--- src/design/scr_map.svh ---
// Offsets, field positions, reset values and timing counts of the safety configuration registers.
`ifndef SCR_MAP_SVH
`define SCR_MAP_SVH
// Register selectors on the serial command port.
`define SCR_SEL_DEVICE_CONFIG_4 2'h0
`define SCR_SEL_SAFETY_CONFIG_1 2'h1
`define SCR_SEL_SAFETY_CONFIG_2 2'h2
`define SCR_SEL_IDENTITY 2'h3
// Writable bits; every other bit is reserved.
`define SCR_MASK_DEVICE_CONFIG_4 8'h33
`define SCR_MASK_SAFETY_CONFIG_1 8'h3F
`define SCR_MASK_SAFETY_CONFIG_2 8'hBF
// Reset values.
`define SCR_RST_DEVICE_CONFIG_4 8'h03
`define SCR_RST_SAFETY_CONFIG_1 8'h00
`define SCR_RST_SAFETY_CONFIG_2 8'h00
// Field positions.
`define SCR_SLT_LSB 4
`define SCR_RRD_LSB 0
`define SCR_STO_LSB 4
`define SCR_LTH_LSB 0
`define SCR_CLKW_BIT 7
`define SCR_ENDRV_BIT 2
`define SCR_ABIST_BIT 3
`define SCR_NRST_BIT 1
`define SCR_NSAFE_BIT 0
`define SCR_ID_FUSE_BIT 4
// Identity value; arbitrary, bit 4 is replaced by the delay-order fuse.
`define SCR_ID_BASE 8'hA5
// Supply-low threshold in units of 0.1 V.
`define SCR_SLT_00 7'h3E
`define SCR_SLT_01 7'h48
`define SCR_SLT_1X 7'h52
// Timing in microseconds (time-out 3 in nanoseconds) and clock rate in MHz.
`define SCR_CLK_MHZ 125
`define SCR_EXT0_US 2000
`define SCR_EXT1_US 11000
`define SCR_EXT2_US 21000
`define SCR_EXT3_US 31000
`define SCR_TO0_US 640000
`define SCR_TO1_US 320000
`define SCR_TO2_US 5000
`define SCR_TO3_NS 1250000
// Cycle counts derived from the times.
`define SCR_EXT0_CYC (`SCR_EXT0_US * `SCR_CLK_MHZ)
`define SCR_EXT1_CYC (`SCR_EXT1_US * `SCR_CLK_MHZ)
`define SCR_EXT2_CYC (`SCR_EXT2_US * `SCR_CLK_MHZ)
`define SCR_EXT3_CYC (`SCR_EXT3_US * `SCR_CLK_MHZ)
`define SCR_TO0_CYC (`SCR_TO0_US * `SCR_CLK_MHZ)
`define SCR_TO1_CYC (`SCR_TO1_US * `SCR_CLK_MHZ)
`define SCR_TO2_CYC (`SCR_TO2_US * `SCR_CLK_MHZ)
`define SCR_TO3_CYC ((`SCR_TO3_NS * `SCR_CLK_MHZ) / 1000)
`endif

--- src/design/scr_pkg.sv ---
// Types shared by the safety configuration register block.
package scr_pkg;
    typedef enum logic [3:0] {
        OP_RESET = 4'b0001,
        OP_DIAG = 4'b0010,
        OP_ACTIVE = 4'b0100,
        OP_SAFE = 4'b1000
    } op_state_type;

    typedef enum logic [2:0] {
        SF_IDLE = 3'b001,
        SF_RUN = 3'b010,
        SF_LOCK = 3'b100
    } safe_fsm_type;

    typedef struct packed {
        logic wr;
        logic rd;
        logic [1:0] sel;
        logic [7:0] data;
    } reg_cmd_type;

    typedef struct packed {
        logic clk_warn;
        logic endrv_err;
        logic mcu_reset_out_n_err;
        logic abist_fail;
    } fault_type;
endpackage : scr_pkg

--- src/design/scr_timer.sv ---
// One-shot down counter that signals when a loaded count has elapsed.
`timescale 1ns/10ps
module scr_timer (
    // Clock and reset
    input wire logic clock_in,
    input wire logic srst_in,
    // Control
    input wire logic start_in,
    input wire logic abort_in,
    input wire logic [26:0] load_in,
    // Status
    output logic busy_out,
    output logic done_out
);
    logic [26:0] cnt_q, cnt_d;
    logic busy_q, busy_d;
    logic done_q, done_d;

    always_comb begin
        cnt_d = cnt_q;
        busy_d = busy_q;
        done_d = 1'b0;
        if (abort_in) begin
            busy_d = 1'b0;
        end else if (start_in) begin
            cnt_d = load_in;
            busy_d = 1'b1;
        end else if (busy_q) begin
            if (cnt_q <= 27'h000_0001) begin
                busy_d = 1'b0;
                done_d = 1'b1;
            end else begin
                cnt_d = cnt_q - 27'h000_0001;
            end
        end
    end

    always_ff @(posedge clock_in) begin
        if (srst_in) begin
            cnt_q <= '0;
            busy_q <= 1'b0;
            done_q <= 1'b0;
        end else begin
            cnt_q <= cnt_d;
            busy_q <= busy_d;
            done_q <= done_d;
        end
    end

    assign busy_out = busy_q;
    assign done_out = done_q;
endmodule : scr_timer

--- src/design/scr_crc8.sv ---
// CRC-8 (polynomial x^8+x^2+x+1, seed all ones) over the configuration bytes.
`timescale 1ns/10ps
module scr_crc8 (
    // Data
    input wire logic [23:0] data_in,
    // Checksum
    output logic [7:0] crc_out
);
    always_comb begin
        logic [7:0] c;
        logic fb;
        c = 8'hFF;
        fb = 1'b0;
        for (int i = 23; i >= 0; i--) begin
            fb = c[7] ^ data_in[i];
            c = {c[6:0], 1'b0} ^ (fb ? 8'h07 : 8'h00);
        end
        crc_out = c;
    end
endmodule : scr_crc8

--- src/design/safety_config_registers.sv ---
// Safety configuration registers with their command port, timers and transition requests.
`timescale 1ns/10ps
`include "scr_map.svh"
// Operation
// - Writes only in diagnostic state, lock clear.
// - Register contents feed the configuration checksum.
// - Supply-low threshold 6.2/7.2/8.2 V, reset 00b.
// - Reset-release delay field, resets to 11b.
// - Fuse 0: delays 2, 11, 21, 31 ms.
// - Fuse 1: delay codes in reverse order.
// - Fuse latched, shown as identity bit 4.
// - Safe time-out 640/320/5/1.25 ms, reset 00b.
// - Lock threshold resets 0, compared to errors.
// - Disable clear: time-out always goes to reset.
// - Disable set, count within threshold: reset.
// - Disable set, count above threshold: stay locked.
// - Reset transition beats safe on reset-output error.
// - Clock warning enable moves diag/active to safe.
module safety_config_registers import scr_pkg::*; #(
    parameter logic [26:0] EXT0_CYC = 27'(`SCR_EXT0_CYC),
    parameter logic [26:0] EXT1_CYC = 27'(`SCR_EXT1_CYC),
    parameter logic [26:0] EXT2_CYC = 27'(`SCR_EXT2_CYC),
    parameter logic [26:0] EXT3_CYC = 27'(`SCR_EXT3_CYC),
    parameter logic [26:0] TO0_CYC = 27'(`SCR_TO0_CYC),
    parameter logic [26:0] TO1_CYC = 27'(`SCR_TO1_CYC),
    parameter logic [26:0] TO2_CYC = 27'(`SCR_TO2_CYC),
    parameter logic [26:0] TO3_CYC = 27'(`SCR_TO3_CYC)
) (
    // Clock and power-on reset
    input wire logic clock_in,
    input wire logic srst_in,
    // Serial command port
    input wire reg_cmd_type cmd_in,
    output logic [7:0] rd_data_out,
    output logic rd_valid_out,
    output logic wr_ack_out,
    output logic wr_reject_out,
    // Device state and events
    input wire op_state_type op_state_in,
    input wire logic cfg_lock_in,
    input wire logic delay_order_fuse_in,
    input wire logic [3:0] device_error_count_in,
    input wire logic safe_timeout_disable_in,
    input wire fault_type faults_in,
    input wire logic reset_ext_start_in,
    // Configuration and decisions
    output logic [6:0] supply_low_threshold_out,
    output logic [7:0] safety_config_2_out,
    output logic [7:0] config_checksum_out,
    output logic mcu_reset_out_n,
    output logic go_safe_out,
    output logic go_reset_out,
    output logic safe_locked_out
);
    logic [7:0] device_config_4_q, device_config_4_d;
    logic [7:0] safety_config_1_q, safety_config_1_d;
    logic [7:0] safety_config_2_q, safety_config_2_d;
    logic [7:0] rd_data_q, rd_data_d;
    logic rd_valid_q, rd_valid_d;
    logic wr_ack_q, wr_ack_d;
    logic wr_reject_q, wr_reject_d;
    logic fuse_q, fuse_d;
    logic fuse_seen_q, fuse_seen_d;
    // Arbitrary identity value; bit 4 is replaced by the latched fuse.
    localparam logic [7:0] id_base = `SCR_ID_BASE;
    logic [7:0] identity;
    logic wr_ok;

    // Register file and command port.
    assign identity = {id_base[7:5], fuse_q, id_base[3:0]};
    assign wr_ok = (op_state_in == OP_DIAG) && !cfg_lock_in;

    always_comb begin
        device_config_4_d = device_config_4_q;
        safety_config_1_d = safety_config_1_q;
        safety_config_2_d = safety_config_2_q;
        // A read in the same cycle as a write returns the old contents.
        wr_ack_d = cmd_in.wr && wr_ok && (cmd_in.sel != `SCR_SEL_IDENTITY);
        wr_reject_d = cmd_in.wr && !wr_ack_d;
        if (wr_ack_d) begin
            case (cmd_in.sel)
                `SCR_SEL_DEVICE_CONFIG_4: device_config_4_d = cmd_in.data & `SCR_MASK_DEVICE_CONFIG_4;
                `SCR_SEL_SAFETY_CONFIG_1: safety_config_1_d = cmd_in.data & `SCR_MASK_SAFETY_CONFIG_1;
                `SCR_SEL_SAFETY_CONFIG_2: safety_config_2_d = cmd_in.data & `SCR_MASK_SAFETY_CONFIG_2;
                default: begin
                end
            endcase
        end
        rd_valid_d = cmd_in.rd;
        case (cmd_in.sel)
            `SCR_SEL_DEVICE_CONFIG_4: rd_data_d = device_config_4_q;
            `SCR_SEL_SAFETY_CONFIG_1: rd_data_d = safety_config_1_q;
            `SCR_SEL_SAFETY_CONFIG_2: rd_data_d = safety_config_2_q;
            default: rd_data_d = identity;
        endcase
        if (!cmd_in.rd) begin
            rd_data_d = rd_data_q;
        end
    end

    // The fuse is captured once, on the first clock after power-on reset releases.
    always_comb begin
        fuse_d = fuse_q;
        fuse_seen_d = 1'b1;
        if (!fuse_seen_q) begin
            fuse_d = delay_order_fuse_in;
        end
    end

    always_ff @(posedge clock_in) begin
        if (srst_in) begin
            device_config_4_q <= `SCR_RST_DEVICE_CONFIG_4;
            safety_config_1_q <= `SCR_RST_SAFETY_CONFIG_1;
            safety_config_2_q <= `SCR_RST_SAFETY_CONFIG_2;
            rd_data_q <= 8'h00;
            rd_valid_q <= 1'b0;
            wr_ack_q <= 1'b0;
            wr_reject_q <= 1'b0;
            fuse_q <= 1'b0;
            fuse_seen_q <= 1'b0;
        end else begin
            device_config_4_q <= device_config_4_d;
            safety_config_1_q <= safety_config_1_d;
            safety_config_2_q <= safety_config_2_d;
            rd_data_q <= rd_data_d;
            rd_valid_q <= rd_valid_d;
            wr_ack_q <= wr_ack_d;
            wr_reject_q <= wr_reject_d;
            fuse_q <= fuse_d;
            fuse_seen_q <= fuse_seen_d;
        end
    end

    // Checksum over the three configuration registers.
    // It lags the registers by one cycle, so a reader sees it once a write has settled.
    logic [7:0] crc_now;
    logic [7:0] crc_q, crc_d;

    scr_crc8 u_crc (
        .data_in({device_config_4_q, safety_config_1_q, safety_config_2_q}),
        .crc_out(crc_now)
    );

    // Decoded configuration.
    logic [1:0] slt_code, rrd_code, sto_code;
    logic [3:0] lock_th;
    logic [6:0] slt_q, slt_d;
    logic [1:0] eff_rrd;
    logic [26:0] ext_load, to_load;

    assign slt_code = device_config_4_q[`SCR_SLT_LSB +: 2];
    assign rrd_code = device_config_4_q[`SCR_RRD_LSB +: 2];
    assign sto_code = safety_config_1_q[`SCR_STO_LSB +: 2];
    assign lock_th = safety_config_1_q[`SCR_LTH_LSB +: 4];
    // A set fuse reverses the code order, which is the bitwise complement.
    assign eff_rrd = fuse_q ? ~rrd_code : rrd_code;

    always_comb begin
        crc_d = crc_now;
        case (slt_code)
            2'b00: slt_d = `SCR_SLT_00;
            2'b01: slt_d = `SCR_SLT_01;
            default: slt_d = `SCR_SLT_1X;
        endcase
        case (eff_rrd)
            2'b00: ext_load = EXT0_CYC;
            2'b01: ext_load = EXT1_CYC;
            2'b10: ext_load = EXT2_CYC;
            default: ext_load = EXT3_CYC;
        endcase
        case (sto_code)
            2'b00: to_load = TO0_CYC;
            2'b01: to_load = TO1_CYC;
            2'b10: to_load = TO2_CYC;
            default: to_load = TO3_CYC;
        endcase
    end

    // Reset-release extension.
    logic ext_busy;
    logic rst_n_q, rst_n_d;

    scr_timer u_ext_timer (
        .clock_in(clock_in),
        .srst_in(srst_in),
        .start_in(reset_ext_start_in),
        .abort_in(1'b0),
        .load_in(ext_load),
        .busy_out(ext_busy),
        .done_out()
    );

    // The start pulse itself pulls the output low, so a restart never lets it rise.
    always_comb begin
        rst_n_d = !(reset_ext_start_in || ext_busy);
    end

    // Safe-state time-out and lock.
    safe_fsm_type sf_q, sf_d;
    logic to_start, to_busy, to_done;
    logic in_safe, may_leave;
    logic locked_q, locked_d;

    assign in_safe = (op_state_in == OP_SAFE);
    assign to_start = in_safe && (sf_q == SF_IDLE);
    // Without the disable bit the threshold is not consulted at all.
    assign may_leave = !safe_timeout_disable_in || (device_error_count_in <= lock_th);

    scr_timer u_safe_timer (
        .clock_in(clock_in),
        .srst_in(srst_in),
        .start_in(to_start),
        .abort_in(!in_safe),
        .load_in(to_load),
        .busy_out(to_busy),
        .done_out(to_done)
    );

    // Leaving the safe state at any point aborts the timer and clears the lock.
    always_comb begin
        sf_d = sf_q;
        case (sf_q)
            SF_IDLE: begin
                if (in_safe) begin
                    sf_d = SF_RUN;
                end
            end
            SF_RUN: begin
                if (!in_safe) begin
                    sf_d = SF_IDLE;
                end else if (to_done && !may_leave) begin
                    sf_d = SF_LOCK;
                end else if (to_done || !to_busy) begin
                    sf_d = SF_IDLE;
                end
            end
            SF_LOCK: begin
                if (!in_safe) begin
                    sf_d = SF_IDLE;
                end
            end
            default: sf_d = SF_IDLE;
        endcase
        locked_d = (sf_d == SF_LOCK);
    end

    // Transition requests.
    // A reset request overrides every safe request raised in the same cycle.
    logic go_safe_q, go_safe_d;
    logic go_reset_q, go_reset_d;
    logic diag_or_active, mcu_reset_out_n_rst;

    assign diag_or_active = (op_state_in == OP_DIAG) || (op_state_in == OP_ACTIVE);
    assign mcu_reset_out_n_rst = faults_in.mcu_reset_out_n_err && safety_config_2_q[`SCR_NRST_BIT] && (diag_or_active || in_safe);

    always_comb begin
        go_reset_d = mcu_reset_out_n_rst || (in_safe && (sf_q == SF_RUN) && to_done && may_leave);
        go_safe_d = 1'b0;
        if (diag_or_active) begin
            go_safe_d = (faults_in.clk_warn && safety_config_2_q[`SCR_CLKW_BIT])
                || (faults_in.endrv_err && safety_config_2_q[`SCR_ENDRV_BIT])
                || (faults_in.abist_fail && safety_config_2_q[`SCR_ABIST_BIT])
                || (faults_in.mcu_reset_out_n_err && safety_config_2_q[`SCR_NSAFE_BIT]);
        end
        if (go_reset_d) begin
            go_safe_d = 1'b0;
        end
    end

    always_ff @(posedge clock_in) begin
        if (srst_in) begin
            crc_q <= 8'h00;
            slt_q <= `SCR_SLT_00;
            rst_n_q <= 1'b0;
            sf_q <= SF_IDLE;
            locked_q <= 1'b0;
            go_safe_q <= 1'b0;
            go_reset_q <= 1'b0;
        end else begin
            crc_q <= crc_d;
            slt_q <= slt_d;
            rst_n_q <= rst_n_d;
            sf_q <= sf_d;
            locked_q <= locked_d;
            go_safe_q <= go_safe_d;
            go_reset_q <= go_reset_d;
        end
    end

    assign rd_data_out = rd_data_q;
    assign rd_valid_out = rd_valid_q;
    assign wr_ack_out = wr_ack_q;
    assign wr_reject_out = wr_reject_q;
    assign supply_low_threshold_out = slt_q;
    assign safety_config_2_out = safety_config_2_q;
    assign config_checksum_out = crc_q;
    assign mcu_reset_out_n = rst_n_q;
    assign go_safe_out = go_safe_q;
    assign go_reset_out = go_reset_q;
    assign safe_locked_out = locked_q;
endmodule : safety_config_registers

--- config.mk ---
export PLATFORM = sky130hd
export DESIGN_NAME = safety_config_registers
export DESIGN_NICKNAME = d
export VERILOG_FILES = /design/src/design/scr_pkg.sv /design/src/design/scr_timer.sv /design/src/design/scr_crc8.sv /design/src/design/safety_config_registers.sv
export VERILOG_INCLUDE_DIRS = /design/src /design/src/design
export SDC_FILE = /design/constraint.sdc
export NUM_CORES = 1
export LEC_CHECK = 0
export ABC_CLOCK_PERIOD_IN_PS = 3400
export BUFFER_PORTS_ARGS = -buffer_cell sky130_fd_sc_hd__buf_2
export CAP_MARGIN = 30
export CORE_UTILIZATION = 58
export DETAILED_ROUTE_END_ITERATION = 6
export PLACE_DENSITY = 0.8
export SLEW_MARGIN = 40
export SYNTH_ARGS = -nofsm -noshare
export SYNTH_HDL_FRONTEND = slang
export SYNTH_SLANG_ARGS = --single-unit
--- constraint.sdc ---
create_clock -name clock_in -period 3.4 [get_ports clock_in]
set_input_delay 1.02 -clock clock_in [delete_from_list [all_inputs] [get_ports clock_in]]
set_output_delay 1.02 -clock clock_in [all_outputs]
set_load 0.05 [all_outputs]
# After elaboration in Yosys (flattened, before gate mapping)
# Index checks and enable logic that the tools add are counted.
# op_classes
order_cmp	3
eq_ne	17
mux	47
n_bitwise	42
addsub	2
n_reduce_logical	44
# ops
op	count
$xor A8 B8 Y8	21
$mux W27	6
$mux W3	27
$pmux W27 S3	1
$pmux W22 S3	1
$le A27 B1 Y1 const B	2
$sub A27 B1 Y27 const B	2
$pmux W8 S3	1
$xor A1 B1 Y1	16
$logic_and A1 B1 Y1	15
$pmux W7 S2	1
$logic_or A1 B1 Y1	9
$pmux W3 S3	1
$eq A2 B1 Y1 const B	4
$logic_not A2 Y1	4
$mux W1	8
$reduce_and A2 Y1	4
$eq A2 B2 Y1 const B	3
$eq A3 B3 Y1 const B	2
$logic_not A1 Y1	6
$ne A2 B2 Y1 const B	3
$not A5 Y5	1
$eq A4 B2 Y1 const B	1
$eq A4 B3 Y1 const B	1
12 further kinds	15
# word_totals
in_bits	30
word_cells	176
regBits	109

# Longest topological paths before layout
# Gate-level depths: netlist of the first run.
# depth
word_depth	60
mapped_depth	9
ltp_nobuf	8

# Modules after synthesis
# Synthesis of the first run repeated with hierarchy kept, for this count alone.
# unflattened
cells_unflattened	802
area_unflattened_um2	6725.2
# by_module_without_submodules
mod	n_inst	cells_each	area_each_um2
safety_config_registers	1	228	2143.3
scr_timer at u_safe_timer	1	280	2079.5
scr_timer at u_ext_timer	1	246	1875.5
scr_crc8	1	48	626.9

# Least setup slack after synthesis of the first run
# No wires, ideal clock.
# synth_path
path_kind	input to register
start	input op_state_in[1]
end	register u_safe_timer.cnt_q[23]
setup_ns	0.134
n_path_buf	0
cell_stages	6
arrival_time_ns	2.637
required_ns	3.266
setup_slack_ns	0.629
cell_sequence	nor4b_1 -> nand2_1 -> or4_4 -> nor3_2 -> xnor2_1 -> a21oi_1
# synth_via
elab_chain_len	4
word_cells_on_any_way	6
# synth_lines
item	line	source
start, declared	safety_config_registers.sv:39	input wire op_state_type op_state_in,
$eq A4 B4 Y1 *	safety_config_registers.sv:204	assign in_safe = (op_state_in == OP_SAFE);
$logic_and A1 B1 Y1	safety_config_registers.sv:205	assign to_start = in_safe && (sf_q == SF_IDLE);
$ne A2 B2 Y1 (no line) or $reduce_bool A2 Y1 (tied branches)	-	
$reduce_and A3 Y1 (no line)	-	
end signal, assigned	scr_timer.sv:44	cnt_q <= cnt_d;
end, declared	scr_timer.sv:15	logic [26:0] cnt_q, cnt_d;
# Mark *: on every way between the ends. The rest lies on a longest branch, timed or not.
# A chain may end at the register's enable or synchronous reset.

# Final worst setup path of the first run
# layout_path
start	register u_safe_timer.cnt_q[16]
end	register u_safe_timer.cnt_q[17]
# layout_via
elab_chain_len	4
word_cells_on_any_way	7
# layout_lines
item	line	source
$sub A27 B1 Y27	scr_timer.sv:33	cnt_d = cnt_q - 27'h000_0001;
$mux W27	scr_timer.sv:29	if (cnt_q <= 27'h000_0001) begin
$mux W27	scr_timer.sv:28	end else if (busy_q) begin
$mux W27	scr_timer.sv:25	end else if (start_in) begin
# Parallel ways exist; a longest one is shown, timed or not. The select of a mux whose other input is x is not followed.

==> key figures, run 1 <==
Detailed routing
  • Met2 wire len: approximately 6200 um
  • DRT Pass-1 Iters: 5
  • ANT nets after route: 0
  • DR top layer: met4
  • Via/cell ratio: 5.92
  • Drt total wl: 12,800 um
  • Vias post-DR: 4,762
  • Met3 wire length: 753 um
  • DR iter-0 viols: 261
  • M1 wire length: 5530 um
  • DRC viols: 0
  • Routed length per instance: ~16 um

Synth
  • Predominant post-synthesis flop cell: dfxtp_1
  • Sequential cell area fraction in the yosys report: 0.384
  • Synth Warn #: 0
  • Mapped Area: 0.00548 mm^2
  • Cell count after synthesis: roughly 640
  • Synth unique cells: 63
  • Flops & latches, synth: about 110
  • Asr flop ratio synth: 0
  • Number of flops mapped to enable cells by yosys: 0
  • Post-synthesis average cell area: 8.60 um^2

Clocking
  • Reg clk slew, reported paths: approximately 0.090 ns
  • Post-CTS setup buffers: 0
  • CTS Root Buffer Type: clkbuf_8
  • Clk Latency, worst-skew pair: around 0.37 ns
  • Hold Buf Count CTS: 0
  • Num CTS Buffers: 9
  • Post_cts resized: 0
  • Clock Tree Buf Depth: 2
  • Clk sinks: between 100 and 150
  • CTS tree: yes
  • H-tree Lvls: 3

Critical path
  • FF-to-FF End: u_safe_timer.cnt_q[17]
  • WS Path Type: reg -> reg
  • Crit path DAT: 3.08 ns
  • R2r setup slk: 0.56 ns
  • CP endpoint kind: register
  • CP Max Fanout: 10
  • Startpoint Class: register
  • Worst R2R Start: u_safe_timer.cnt_q[16]
  • CP required: ~3.7 ns
  • Worst-case reg-to-reg path depth: 7

Floorplanning
  • FP Rows: 35
  • Die W: 99.2 um
  • Die span in y: around 99 um
  • # IOs: 68
  • Total core area: 0.00920 mm^2
  • Die ar.: slightly below 0.01 mm^2
  • Initial Util: 0.596

Outcome
  • Status: finished, final reports clean

Placement
  • Post-DP HPWL: 9130 um
  • DP Cell Count: 789
  • Dpl ws: 0.500 ns
  • Number of port buffers: 63
  • Final GP Congestion: 0.909

Power and ir drop
  • Combinational share of power: 0.154
  • Power Density: approximately 420 mW/mm^2
  • Psw: 0.718 mW
  • Clock share of power: 0.334
  • Max VDD drop: 0.000379 V
  • Sw frac: 0.279
  • P_int: 1.85 mW
  • Lkg Pwr: 2.52 nW
  • Sequential Power Share: 0.512

Cells and area
  • Finished Layout Cells: 805
  • Register area: between 0.002 and 0.0025 mm^2
  • # diodes: 0
  • NumNets Final: roughly 740
  • Area Overhead vs Synth: 11.2%
  • Share of post-route cells with drive strength above 1: 0.150
  • # fillers: 753
  • Area of the multi-input gates: around 0.0032 mm^2

Timing
  • FMAX: 353 MHz
  • Final setup TNS: 0 ns
  • Clk_skew: 0.0121 ns
  • Fin crit period: 2.84 ns
  • Max_slew headroom: 0.469
  • Unrepaired setup endpoints after global routing: false
  • Max-slew violations: 0
  • Period utilization: 0.834
  • Hold WS: 0.469 ns
  • Final WS setup: 0.565 ns
  • Final setup vio count: 0
  • Actual transition at the worst max-transition pin: just under 0.8 ns
  • Fin. Hold Viols: 0

Global route
  • Global-route wire length before repair: 21,200 um
  • Antenna violations before repair: 0
  • GRT Total Usage: 0.269
  • Vias in the first global route: ~4,600
  • Largest net degree at the start of global routing: about 60
  • GR Overflow Total: 0

Hold path
  • Hold Path Stages: 2
  • HP Start: rd_data_out[7]
  • Min-Delay Endpoint: rd_data_out[7]
  • Worst min path class: reg -> reg

Flow run
  • Max Cap Viol: 0
==> worst max path at each step <==
stage               slack (ns)                    from                      to
CTS                       0.57  u_safe_timer.cnt_q[16]  u_safe_timer.cnt_q[11]
floorplan                 0.63          op_state_in[1]  u_safe_timer.cnt_q[23]
global placement          0.56          op_state_in[1]  u_safe_timer.cnt_q[19]
finish                    0.56  u_safe_timer.cnt_q[16]  u_safe_timer.cnt_q[17]
global route              0.41  u_safe_timer.cnt_q[16]  u_safe_timer.cnt_q[11]
detailed placement        0.50          op_state_in[1]  u_safe_timer.cnt_q[17]
==> metal layers <==
| layer | global-route usage | up-vias |
|---|---|---|
| li1 | - | 2337 |
| met1 | 0.329 | 2247 |
| met2 | 0.464 | 155 |
| met3 | 0.0499 | 23 |
| met4 | 0.114 | 0 |
| met5 | 0 | - |
==> through the flow <==
step | total power [mW] | instance area [um^2] | utilization
3_3_place_gp | 1.72 | 5860 | 0.638
5_1_grt | 2.68 | 6090 | 0.663
4_1_cts | 2.58 | 6090 | 0.663
6_report | 2.57 | 6090 | 0.663
2_1_floorplan | 1.63 | 5490 | -
3_5_place_dp | 1.73 | 5860 | 0.638
==> final cells by class <==
type,instances,area share
clock inverter,6,0.0150
inverter,22,0.0136
sequential,105,0.345
timing repair buffer,73,0.0641
clock buffer,10,0.0226
multi-input combinational,478,0.517
tap,111,0.0228
==> synth_stat cells (all sizes together), types with 6 or more instances <==
library cell / number / area share
nand3: 17 / 0.016
inv: 22 / 0.015
nor3: 31 / 0.029
dfxtp: 105 / 0.38
buf: 10 / 0.011
xor2: 28 / 0.045
nor2b: 6 / 0.0069
clkbuf: 24 / 0.017
o21a: 8 / 0.011
a211oi: 9 / 0.012
nor4: 17 / 0.019
o31ai: 6 / 0.0082
o21ai: 19 / 0.017
or4: 9 / 0.014
nand4: 8 / 0.0091
mux2i: 22 / 0.040
ha: 22 / 0.050
nor2: 85 / 0.058
nand2: 35 / 0.024
or3: 10 / 0.012
a21oi: 37 / 0.034
xnor2: 50 / 0.080
==> critical path, cell delays in order, from the launching register on <==
cell	delay (ns)
dfxtp_1	0.36
or4_4	0.56
or4_1	0.65
o41ai_1	0.49
buf_4	0.27
nor4_1	0.09
xnor2_1	0.19
o21ai_0	0.10
==> cell families after synthesis <==
family / after synthesis / synth area share
AOI/OAI and AO/OA: 110 / 0.132
xor gates and xnor gates: 78 / 0.125
adders and majority gates: 22 / 0.0503
buffers and inverters: 56 / 0.0425
DFF: 105 / 0.384
muxes: 25 / 0.0484
other: 1 / 0.000685
and+or+nand+nor: 240 / 0.218
==> cells in the final DEF, fill, tap and decap left out, types with 3 or more instances in the layout <==
master | netlist | final
a211oi_1 | 9 | 9
a21o_1 | 3 | 3
a21oi_1 | 37 | 37
and2_1 | 3 | 3
buf_2 | 2 | 63
buf_4 | 5 | 10
clkbuf_8 | 0 | 10
clkinv_4 | 0 | 3
conb_1 | 1 | 3
dfxtp_1 | 105 | 105
ha_1 | 22 | 22
inv_1 | 22 | 22
mux2i_1 | 22 | 22
nand2_1 | 35 | 35
nand3_1 | 17 | 17
nand3b_1 | 3 | 3
nand4_1 | 8 | 8
nor2_1 | 85 | 85
nor2b_1 | 6 | 6
nor3_1 | 30 | 30
nor4_1 | 17 | 17
o21a_1 | 8 | 8
o21ai_0 | 19 | 19
o311a_1 | 3 | 3
o31a_1 | 4 | 4
o31ai_1 | 6 | 6
or2_2 | 5 | 5
or3_1 | 9 | 9
or4_1 | 6 | 6
xnor2_1 | 50 | 50
xor2_1 | 28 | 28
==> sequential cells by signal, summed over array words and instances (netlist names) <==
name	flops
device_config_4_q	4
mcu_reset_out_n	1
go_reset_out	1
safe_locked_out	1
safety_config_1_q	6
rd_valid_out	1
u_ext_timer.busy_out	1
u_safe_timer.cnt_q	27
wr_reject_out	1
u_ext_timer.cnt_q	27
u_safe_timer.busy_out	1
fuse_seen_q	1
config_checksum_out	8
u_safe_timer.done_out	1
wr_ack_out	1
supply_low_threshold_out	4
safety_config_2_out	7
rd_data_out	7
go_safe_out	1
fuse_q	1
sf_q	3
==> power by group through the flow <==
stage	sequential, mW	clock, mW	combinational, mW
after floorplan	1.36	0	0.263
after global placement	1.34	0	0.378
after detailed placement	1.34	0	0.387
after CTS	1.31	0.876	0.392
after global routing	1.32	0.926	0.433
final	1.31	0.858	0.397
Power figures use the tool's default switching activity.
==> run 2: changes to the inputs <==
ABC_CLOCK_PERIOD_IN_PS = 2370   (was 3400)
CORE_UTILIZATION = 53   (was 58)
PLACE_DENSITY = 0.77   (was 0.8)
clock period = 2.37 ns   (was 3.4 ns; I/O delays follow)
==> run 2 against run 1 <==
Effect of this change: the run now ends with negative setup slack left; global-route usage fell by 1.6 points; wire length up 6.9%; via count rose by 5.7%; count of clock-buffer cells in the layout decreased by 1; power is 46% higher; cell count up 9.1%; setup slack worse by 0.71 ns; sequential share of layout area shrank 2.9 points; die area up 9.2%; sequential power grew 44%; hold slack better by 0.0013 ns; largest power group unchanged.
==> key figures, run 2 (synthesis gave the netlist of run 1 again) <==
Cells and area
  • Final cell area excluding filler cells: 0.00667 mm^2 (+9.4%)
  • Final Util: 0.673 (+0.0100)
  • Most common cell after layout, fill and taps aside: dfxtp_1
  • Area Overhead vs Synth: 21.7%
  • NumNets Final: 792 (+6.9%)
  • Finished Layout Cells: 878 (+9.1%)
  • # fillers: 782 (+3.9%)
  • # diodes: 0 (unchanged)
  • Commonest non-fill, non-tap cells in the layout: dfxtp_1, nor2_1, buf_2, buf_4, xnor2_1
  • Share of post-route cells with drive strength above 1: 0.239 (+0.0891)

Timing
  • Final setup vio count: 20 (+20)
  • FMAX: 397 MHz (+13%)
  • Final WS setup: -0.146 ns (-0.711 ns)
  • Clk_skew: 0.0148 ns (+0.00264 ns)
  • Hold WS: 0.470 ns (+0.00130 ns)
  • Max_slew headroom: 0.629 (+0.160)
  • Final setup TNS: -1.46 ns (-1.46 ns)
  • Actual transition at the worst max-transition pin: 0.557 ns (-0.233 ns)
  • Fin. Hold Viols: 0 (unchanged)
  • Unrepaired setup endpoints after global routing: true
  • Period utilization: 1.06 (+0.228)
  • Fin crit period: 2.52 ns (-0.319 ns)
  • Max-slew violations: 0 (unchanged)

Power and ir drop
  • Max VDD drop: 0.000485 V (+28%)
  • Total chip power: 3.76 mW (+46%)
  • Power Density: 563 mW/mm^2 (+34%)
  • Lkg Pwr: 2.79 nW (+10%)

Global route
  • Vias in the first global route: 4,733 (+2.6%)
  • Antenna violations before repair: 0 (unchanged)
  • Global-route wire length before repair: 22,300 um (+5.0%)
  • GRT Total Usage: 0.253 (-0.0156)
  • Largest net degree at the start of global routing: 48 (-19%)
  • GR Overflow Total: 0 (unchanged)

Detailed routing
  • Routed length per instance: 15.6 um (-2.0%)
  • Vias post-DR: 5,032 (+5.7%)
  • DR iter-0 viols: 191 (-27%)
  • Drt total wl: 13,700 um (+6.9%)
  • DRC viols: 0 (unchanged)
  • Via/cell ratio: 5.73 (-3.1%)
  • ANT nets after route: 0 (unchanged)
  • DRT Pass-1 Iters: 5 (unchanged)

Critical path
  • Crit path DAT: 2.79 ns (-0.29 ns)
  • WS Path Type: reg -> reg
  • CP required: 2.65 ns (-1.00 ns)
  • Worst-case reg-to-reg path depth: 7 (unchanged)
  • CP endpoint kind: register
  • Startpoint Class: register
  • CP Max Fanout: 5 (-5)

Placement
  • Final GP Congestion: 0.883 (-2.8%)
  • Dpl ws: -0.207 ns (-0.707 ns)
  • Number of port buffers: 63 (unchanged)
  • Placed inst area: 0.00627 mm^2 (+6.9%)
  • Post-DP HPWL: 9970 um (+9.2%)
  • DP Cell Count: 854 (+8.2%)

Floorplanning
  • Die W: 104 um (+4.5%)
  • Initial Util: 0.553 (-0.0429)
  • # IOs: 68 (unchanged)
  • Die ar.: 0.0107 mm^2 (+9.2%)
  • Total core area: 0.00991 mm^2 (+7.8%)
  • Die span in y: 104 um (+4.5%)
  • FP Rows: 36 (+2.9%)

Hold path
  • Worst min path class: reg -> reg
  • Hold Path Stages: 2 (unchanged)

Clocking
  • Num CTS Buffers: 9 (unchanged)
  • Clk sinks: 105 (unchanged)
  • Clock Tree Buf Depth: 2 (unchanged)
  • Reg clk slew, reported paths: 0.11 ns (+0.02 ns)
  • CTS Root Buffer Type: clkbuf_8
  • Clk Latency, worst-skew pair: 0.39 ns (+0.02 ns)
  • CTS tree: yes
  • H-tree Lvls: 3 (unchanged)

Outcome
  • Status: complete, but fails checks
  • Violated checks: negative setup slack

Flow run
  • Max Cap Viol: 0 (unchanged)
-- run 2: area by class of cell --
cell class	instances	area (um^2)	share of cell area
Timing Repair Buffer	123	793	0.119
Tap cell	133	166	0.0250
Sequential cell	105	2100	0.316
Inverter	22	82.6	0.0124
Clock inverter	7	83.8	0.0126
Multi-Input combinational cell	479	3310	0.497
Clock buffer	9	124	0.0186
-- run 2: path summary, 6_finish.rpt --
path                               start                      to  slack, ns
hold / removal            rd_data_out[0]          rd_data_out[0]       0.47
hold reg to reg           rd_data_out[0]          rd_data_out[0]       0.47
setup reg to reg  u_safe_timer.cnt_q[16]  u_safe_timer.cnt_q[24]      -0.15
setup / recovery  u_safe_timer.cnt_q[16]  u_safe_timer.cnt_q[24]      -0.15
-- run 2: layer usage --
metal	up-vias	part of all wire	GRT usage
li1	2448	-	-
met1	2405	0.43	0.322
met2	153	0.50	0.433
met3	26	0.045	0.0403
met4	0	0.021	0.0908
met5	-	0	0
-- run 2: repair_timing --
item,in CTS,in global routing
pin swaps,13,22
gates resized for setup,13,16
endpoints found under the setup margin,23,25
hold buffers,0,0
gates cloned,0,1
setup buffers,3,4
-- run 2: critical path, cell delays in order, from the launching register on --
cell and delay (ns):
dfxtp_2 0.33, or4_4 0.53, or4_4 0.53, buf_6 0.15, o41a_4 0.46, nand4_1 0.14, xor2_1 0.19, nor2_1 0.07
-- run 2: where the power goes --
| group | total [mW] | internal [mW] | switching, mW |
|---|---|---|---|
| clock network | 1.18 | 0.511 | 0.668 |
| registers | 1.88 | 1.82 | 0.0593 |
| logic | 0.693 | 0.283 | 0.411 |
| total | 3.76 | 2.62 | 1.14 |
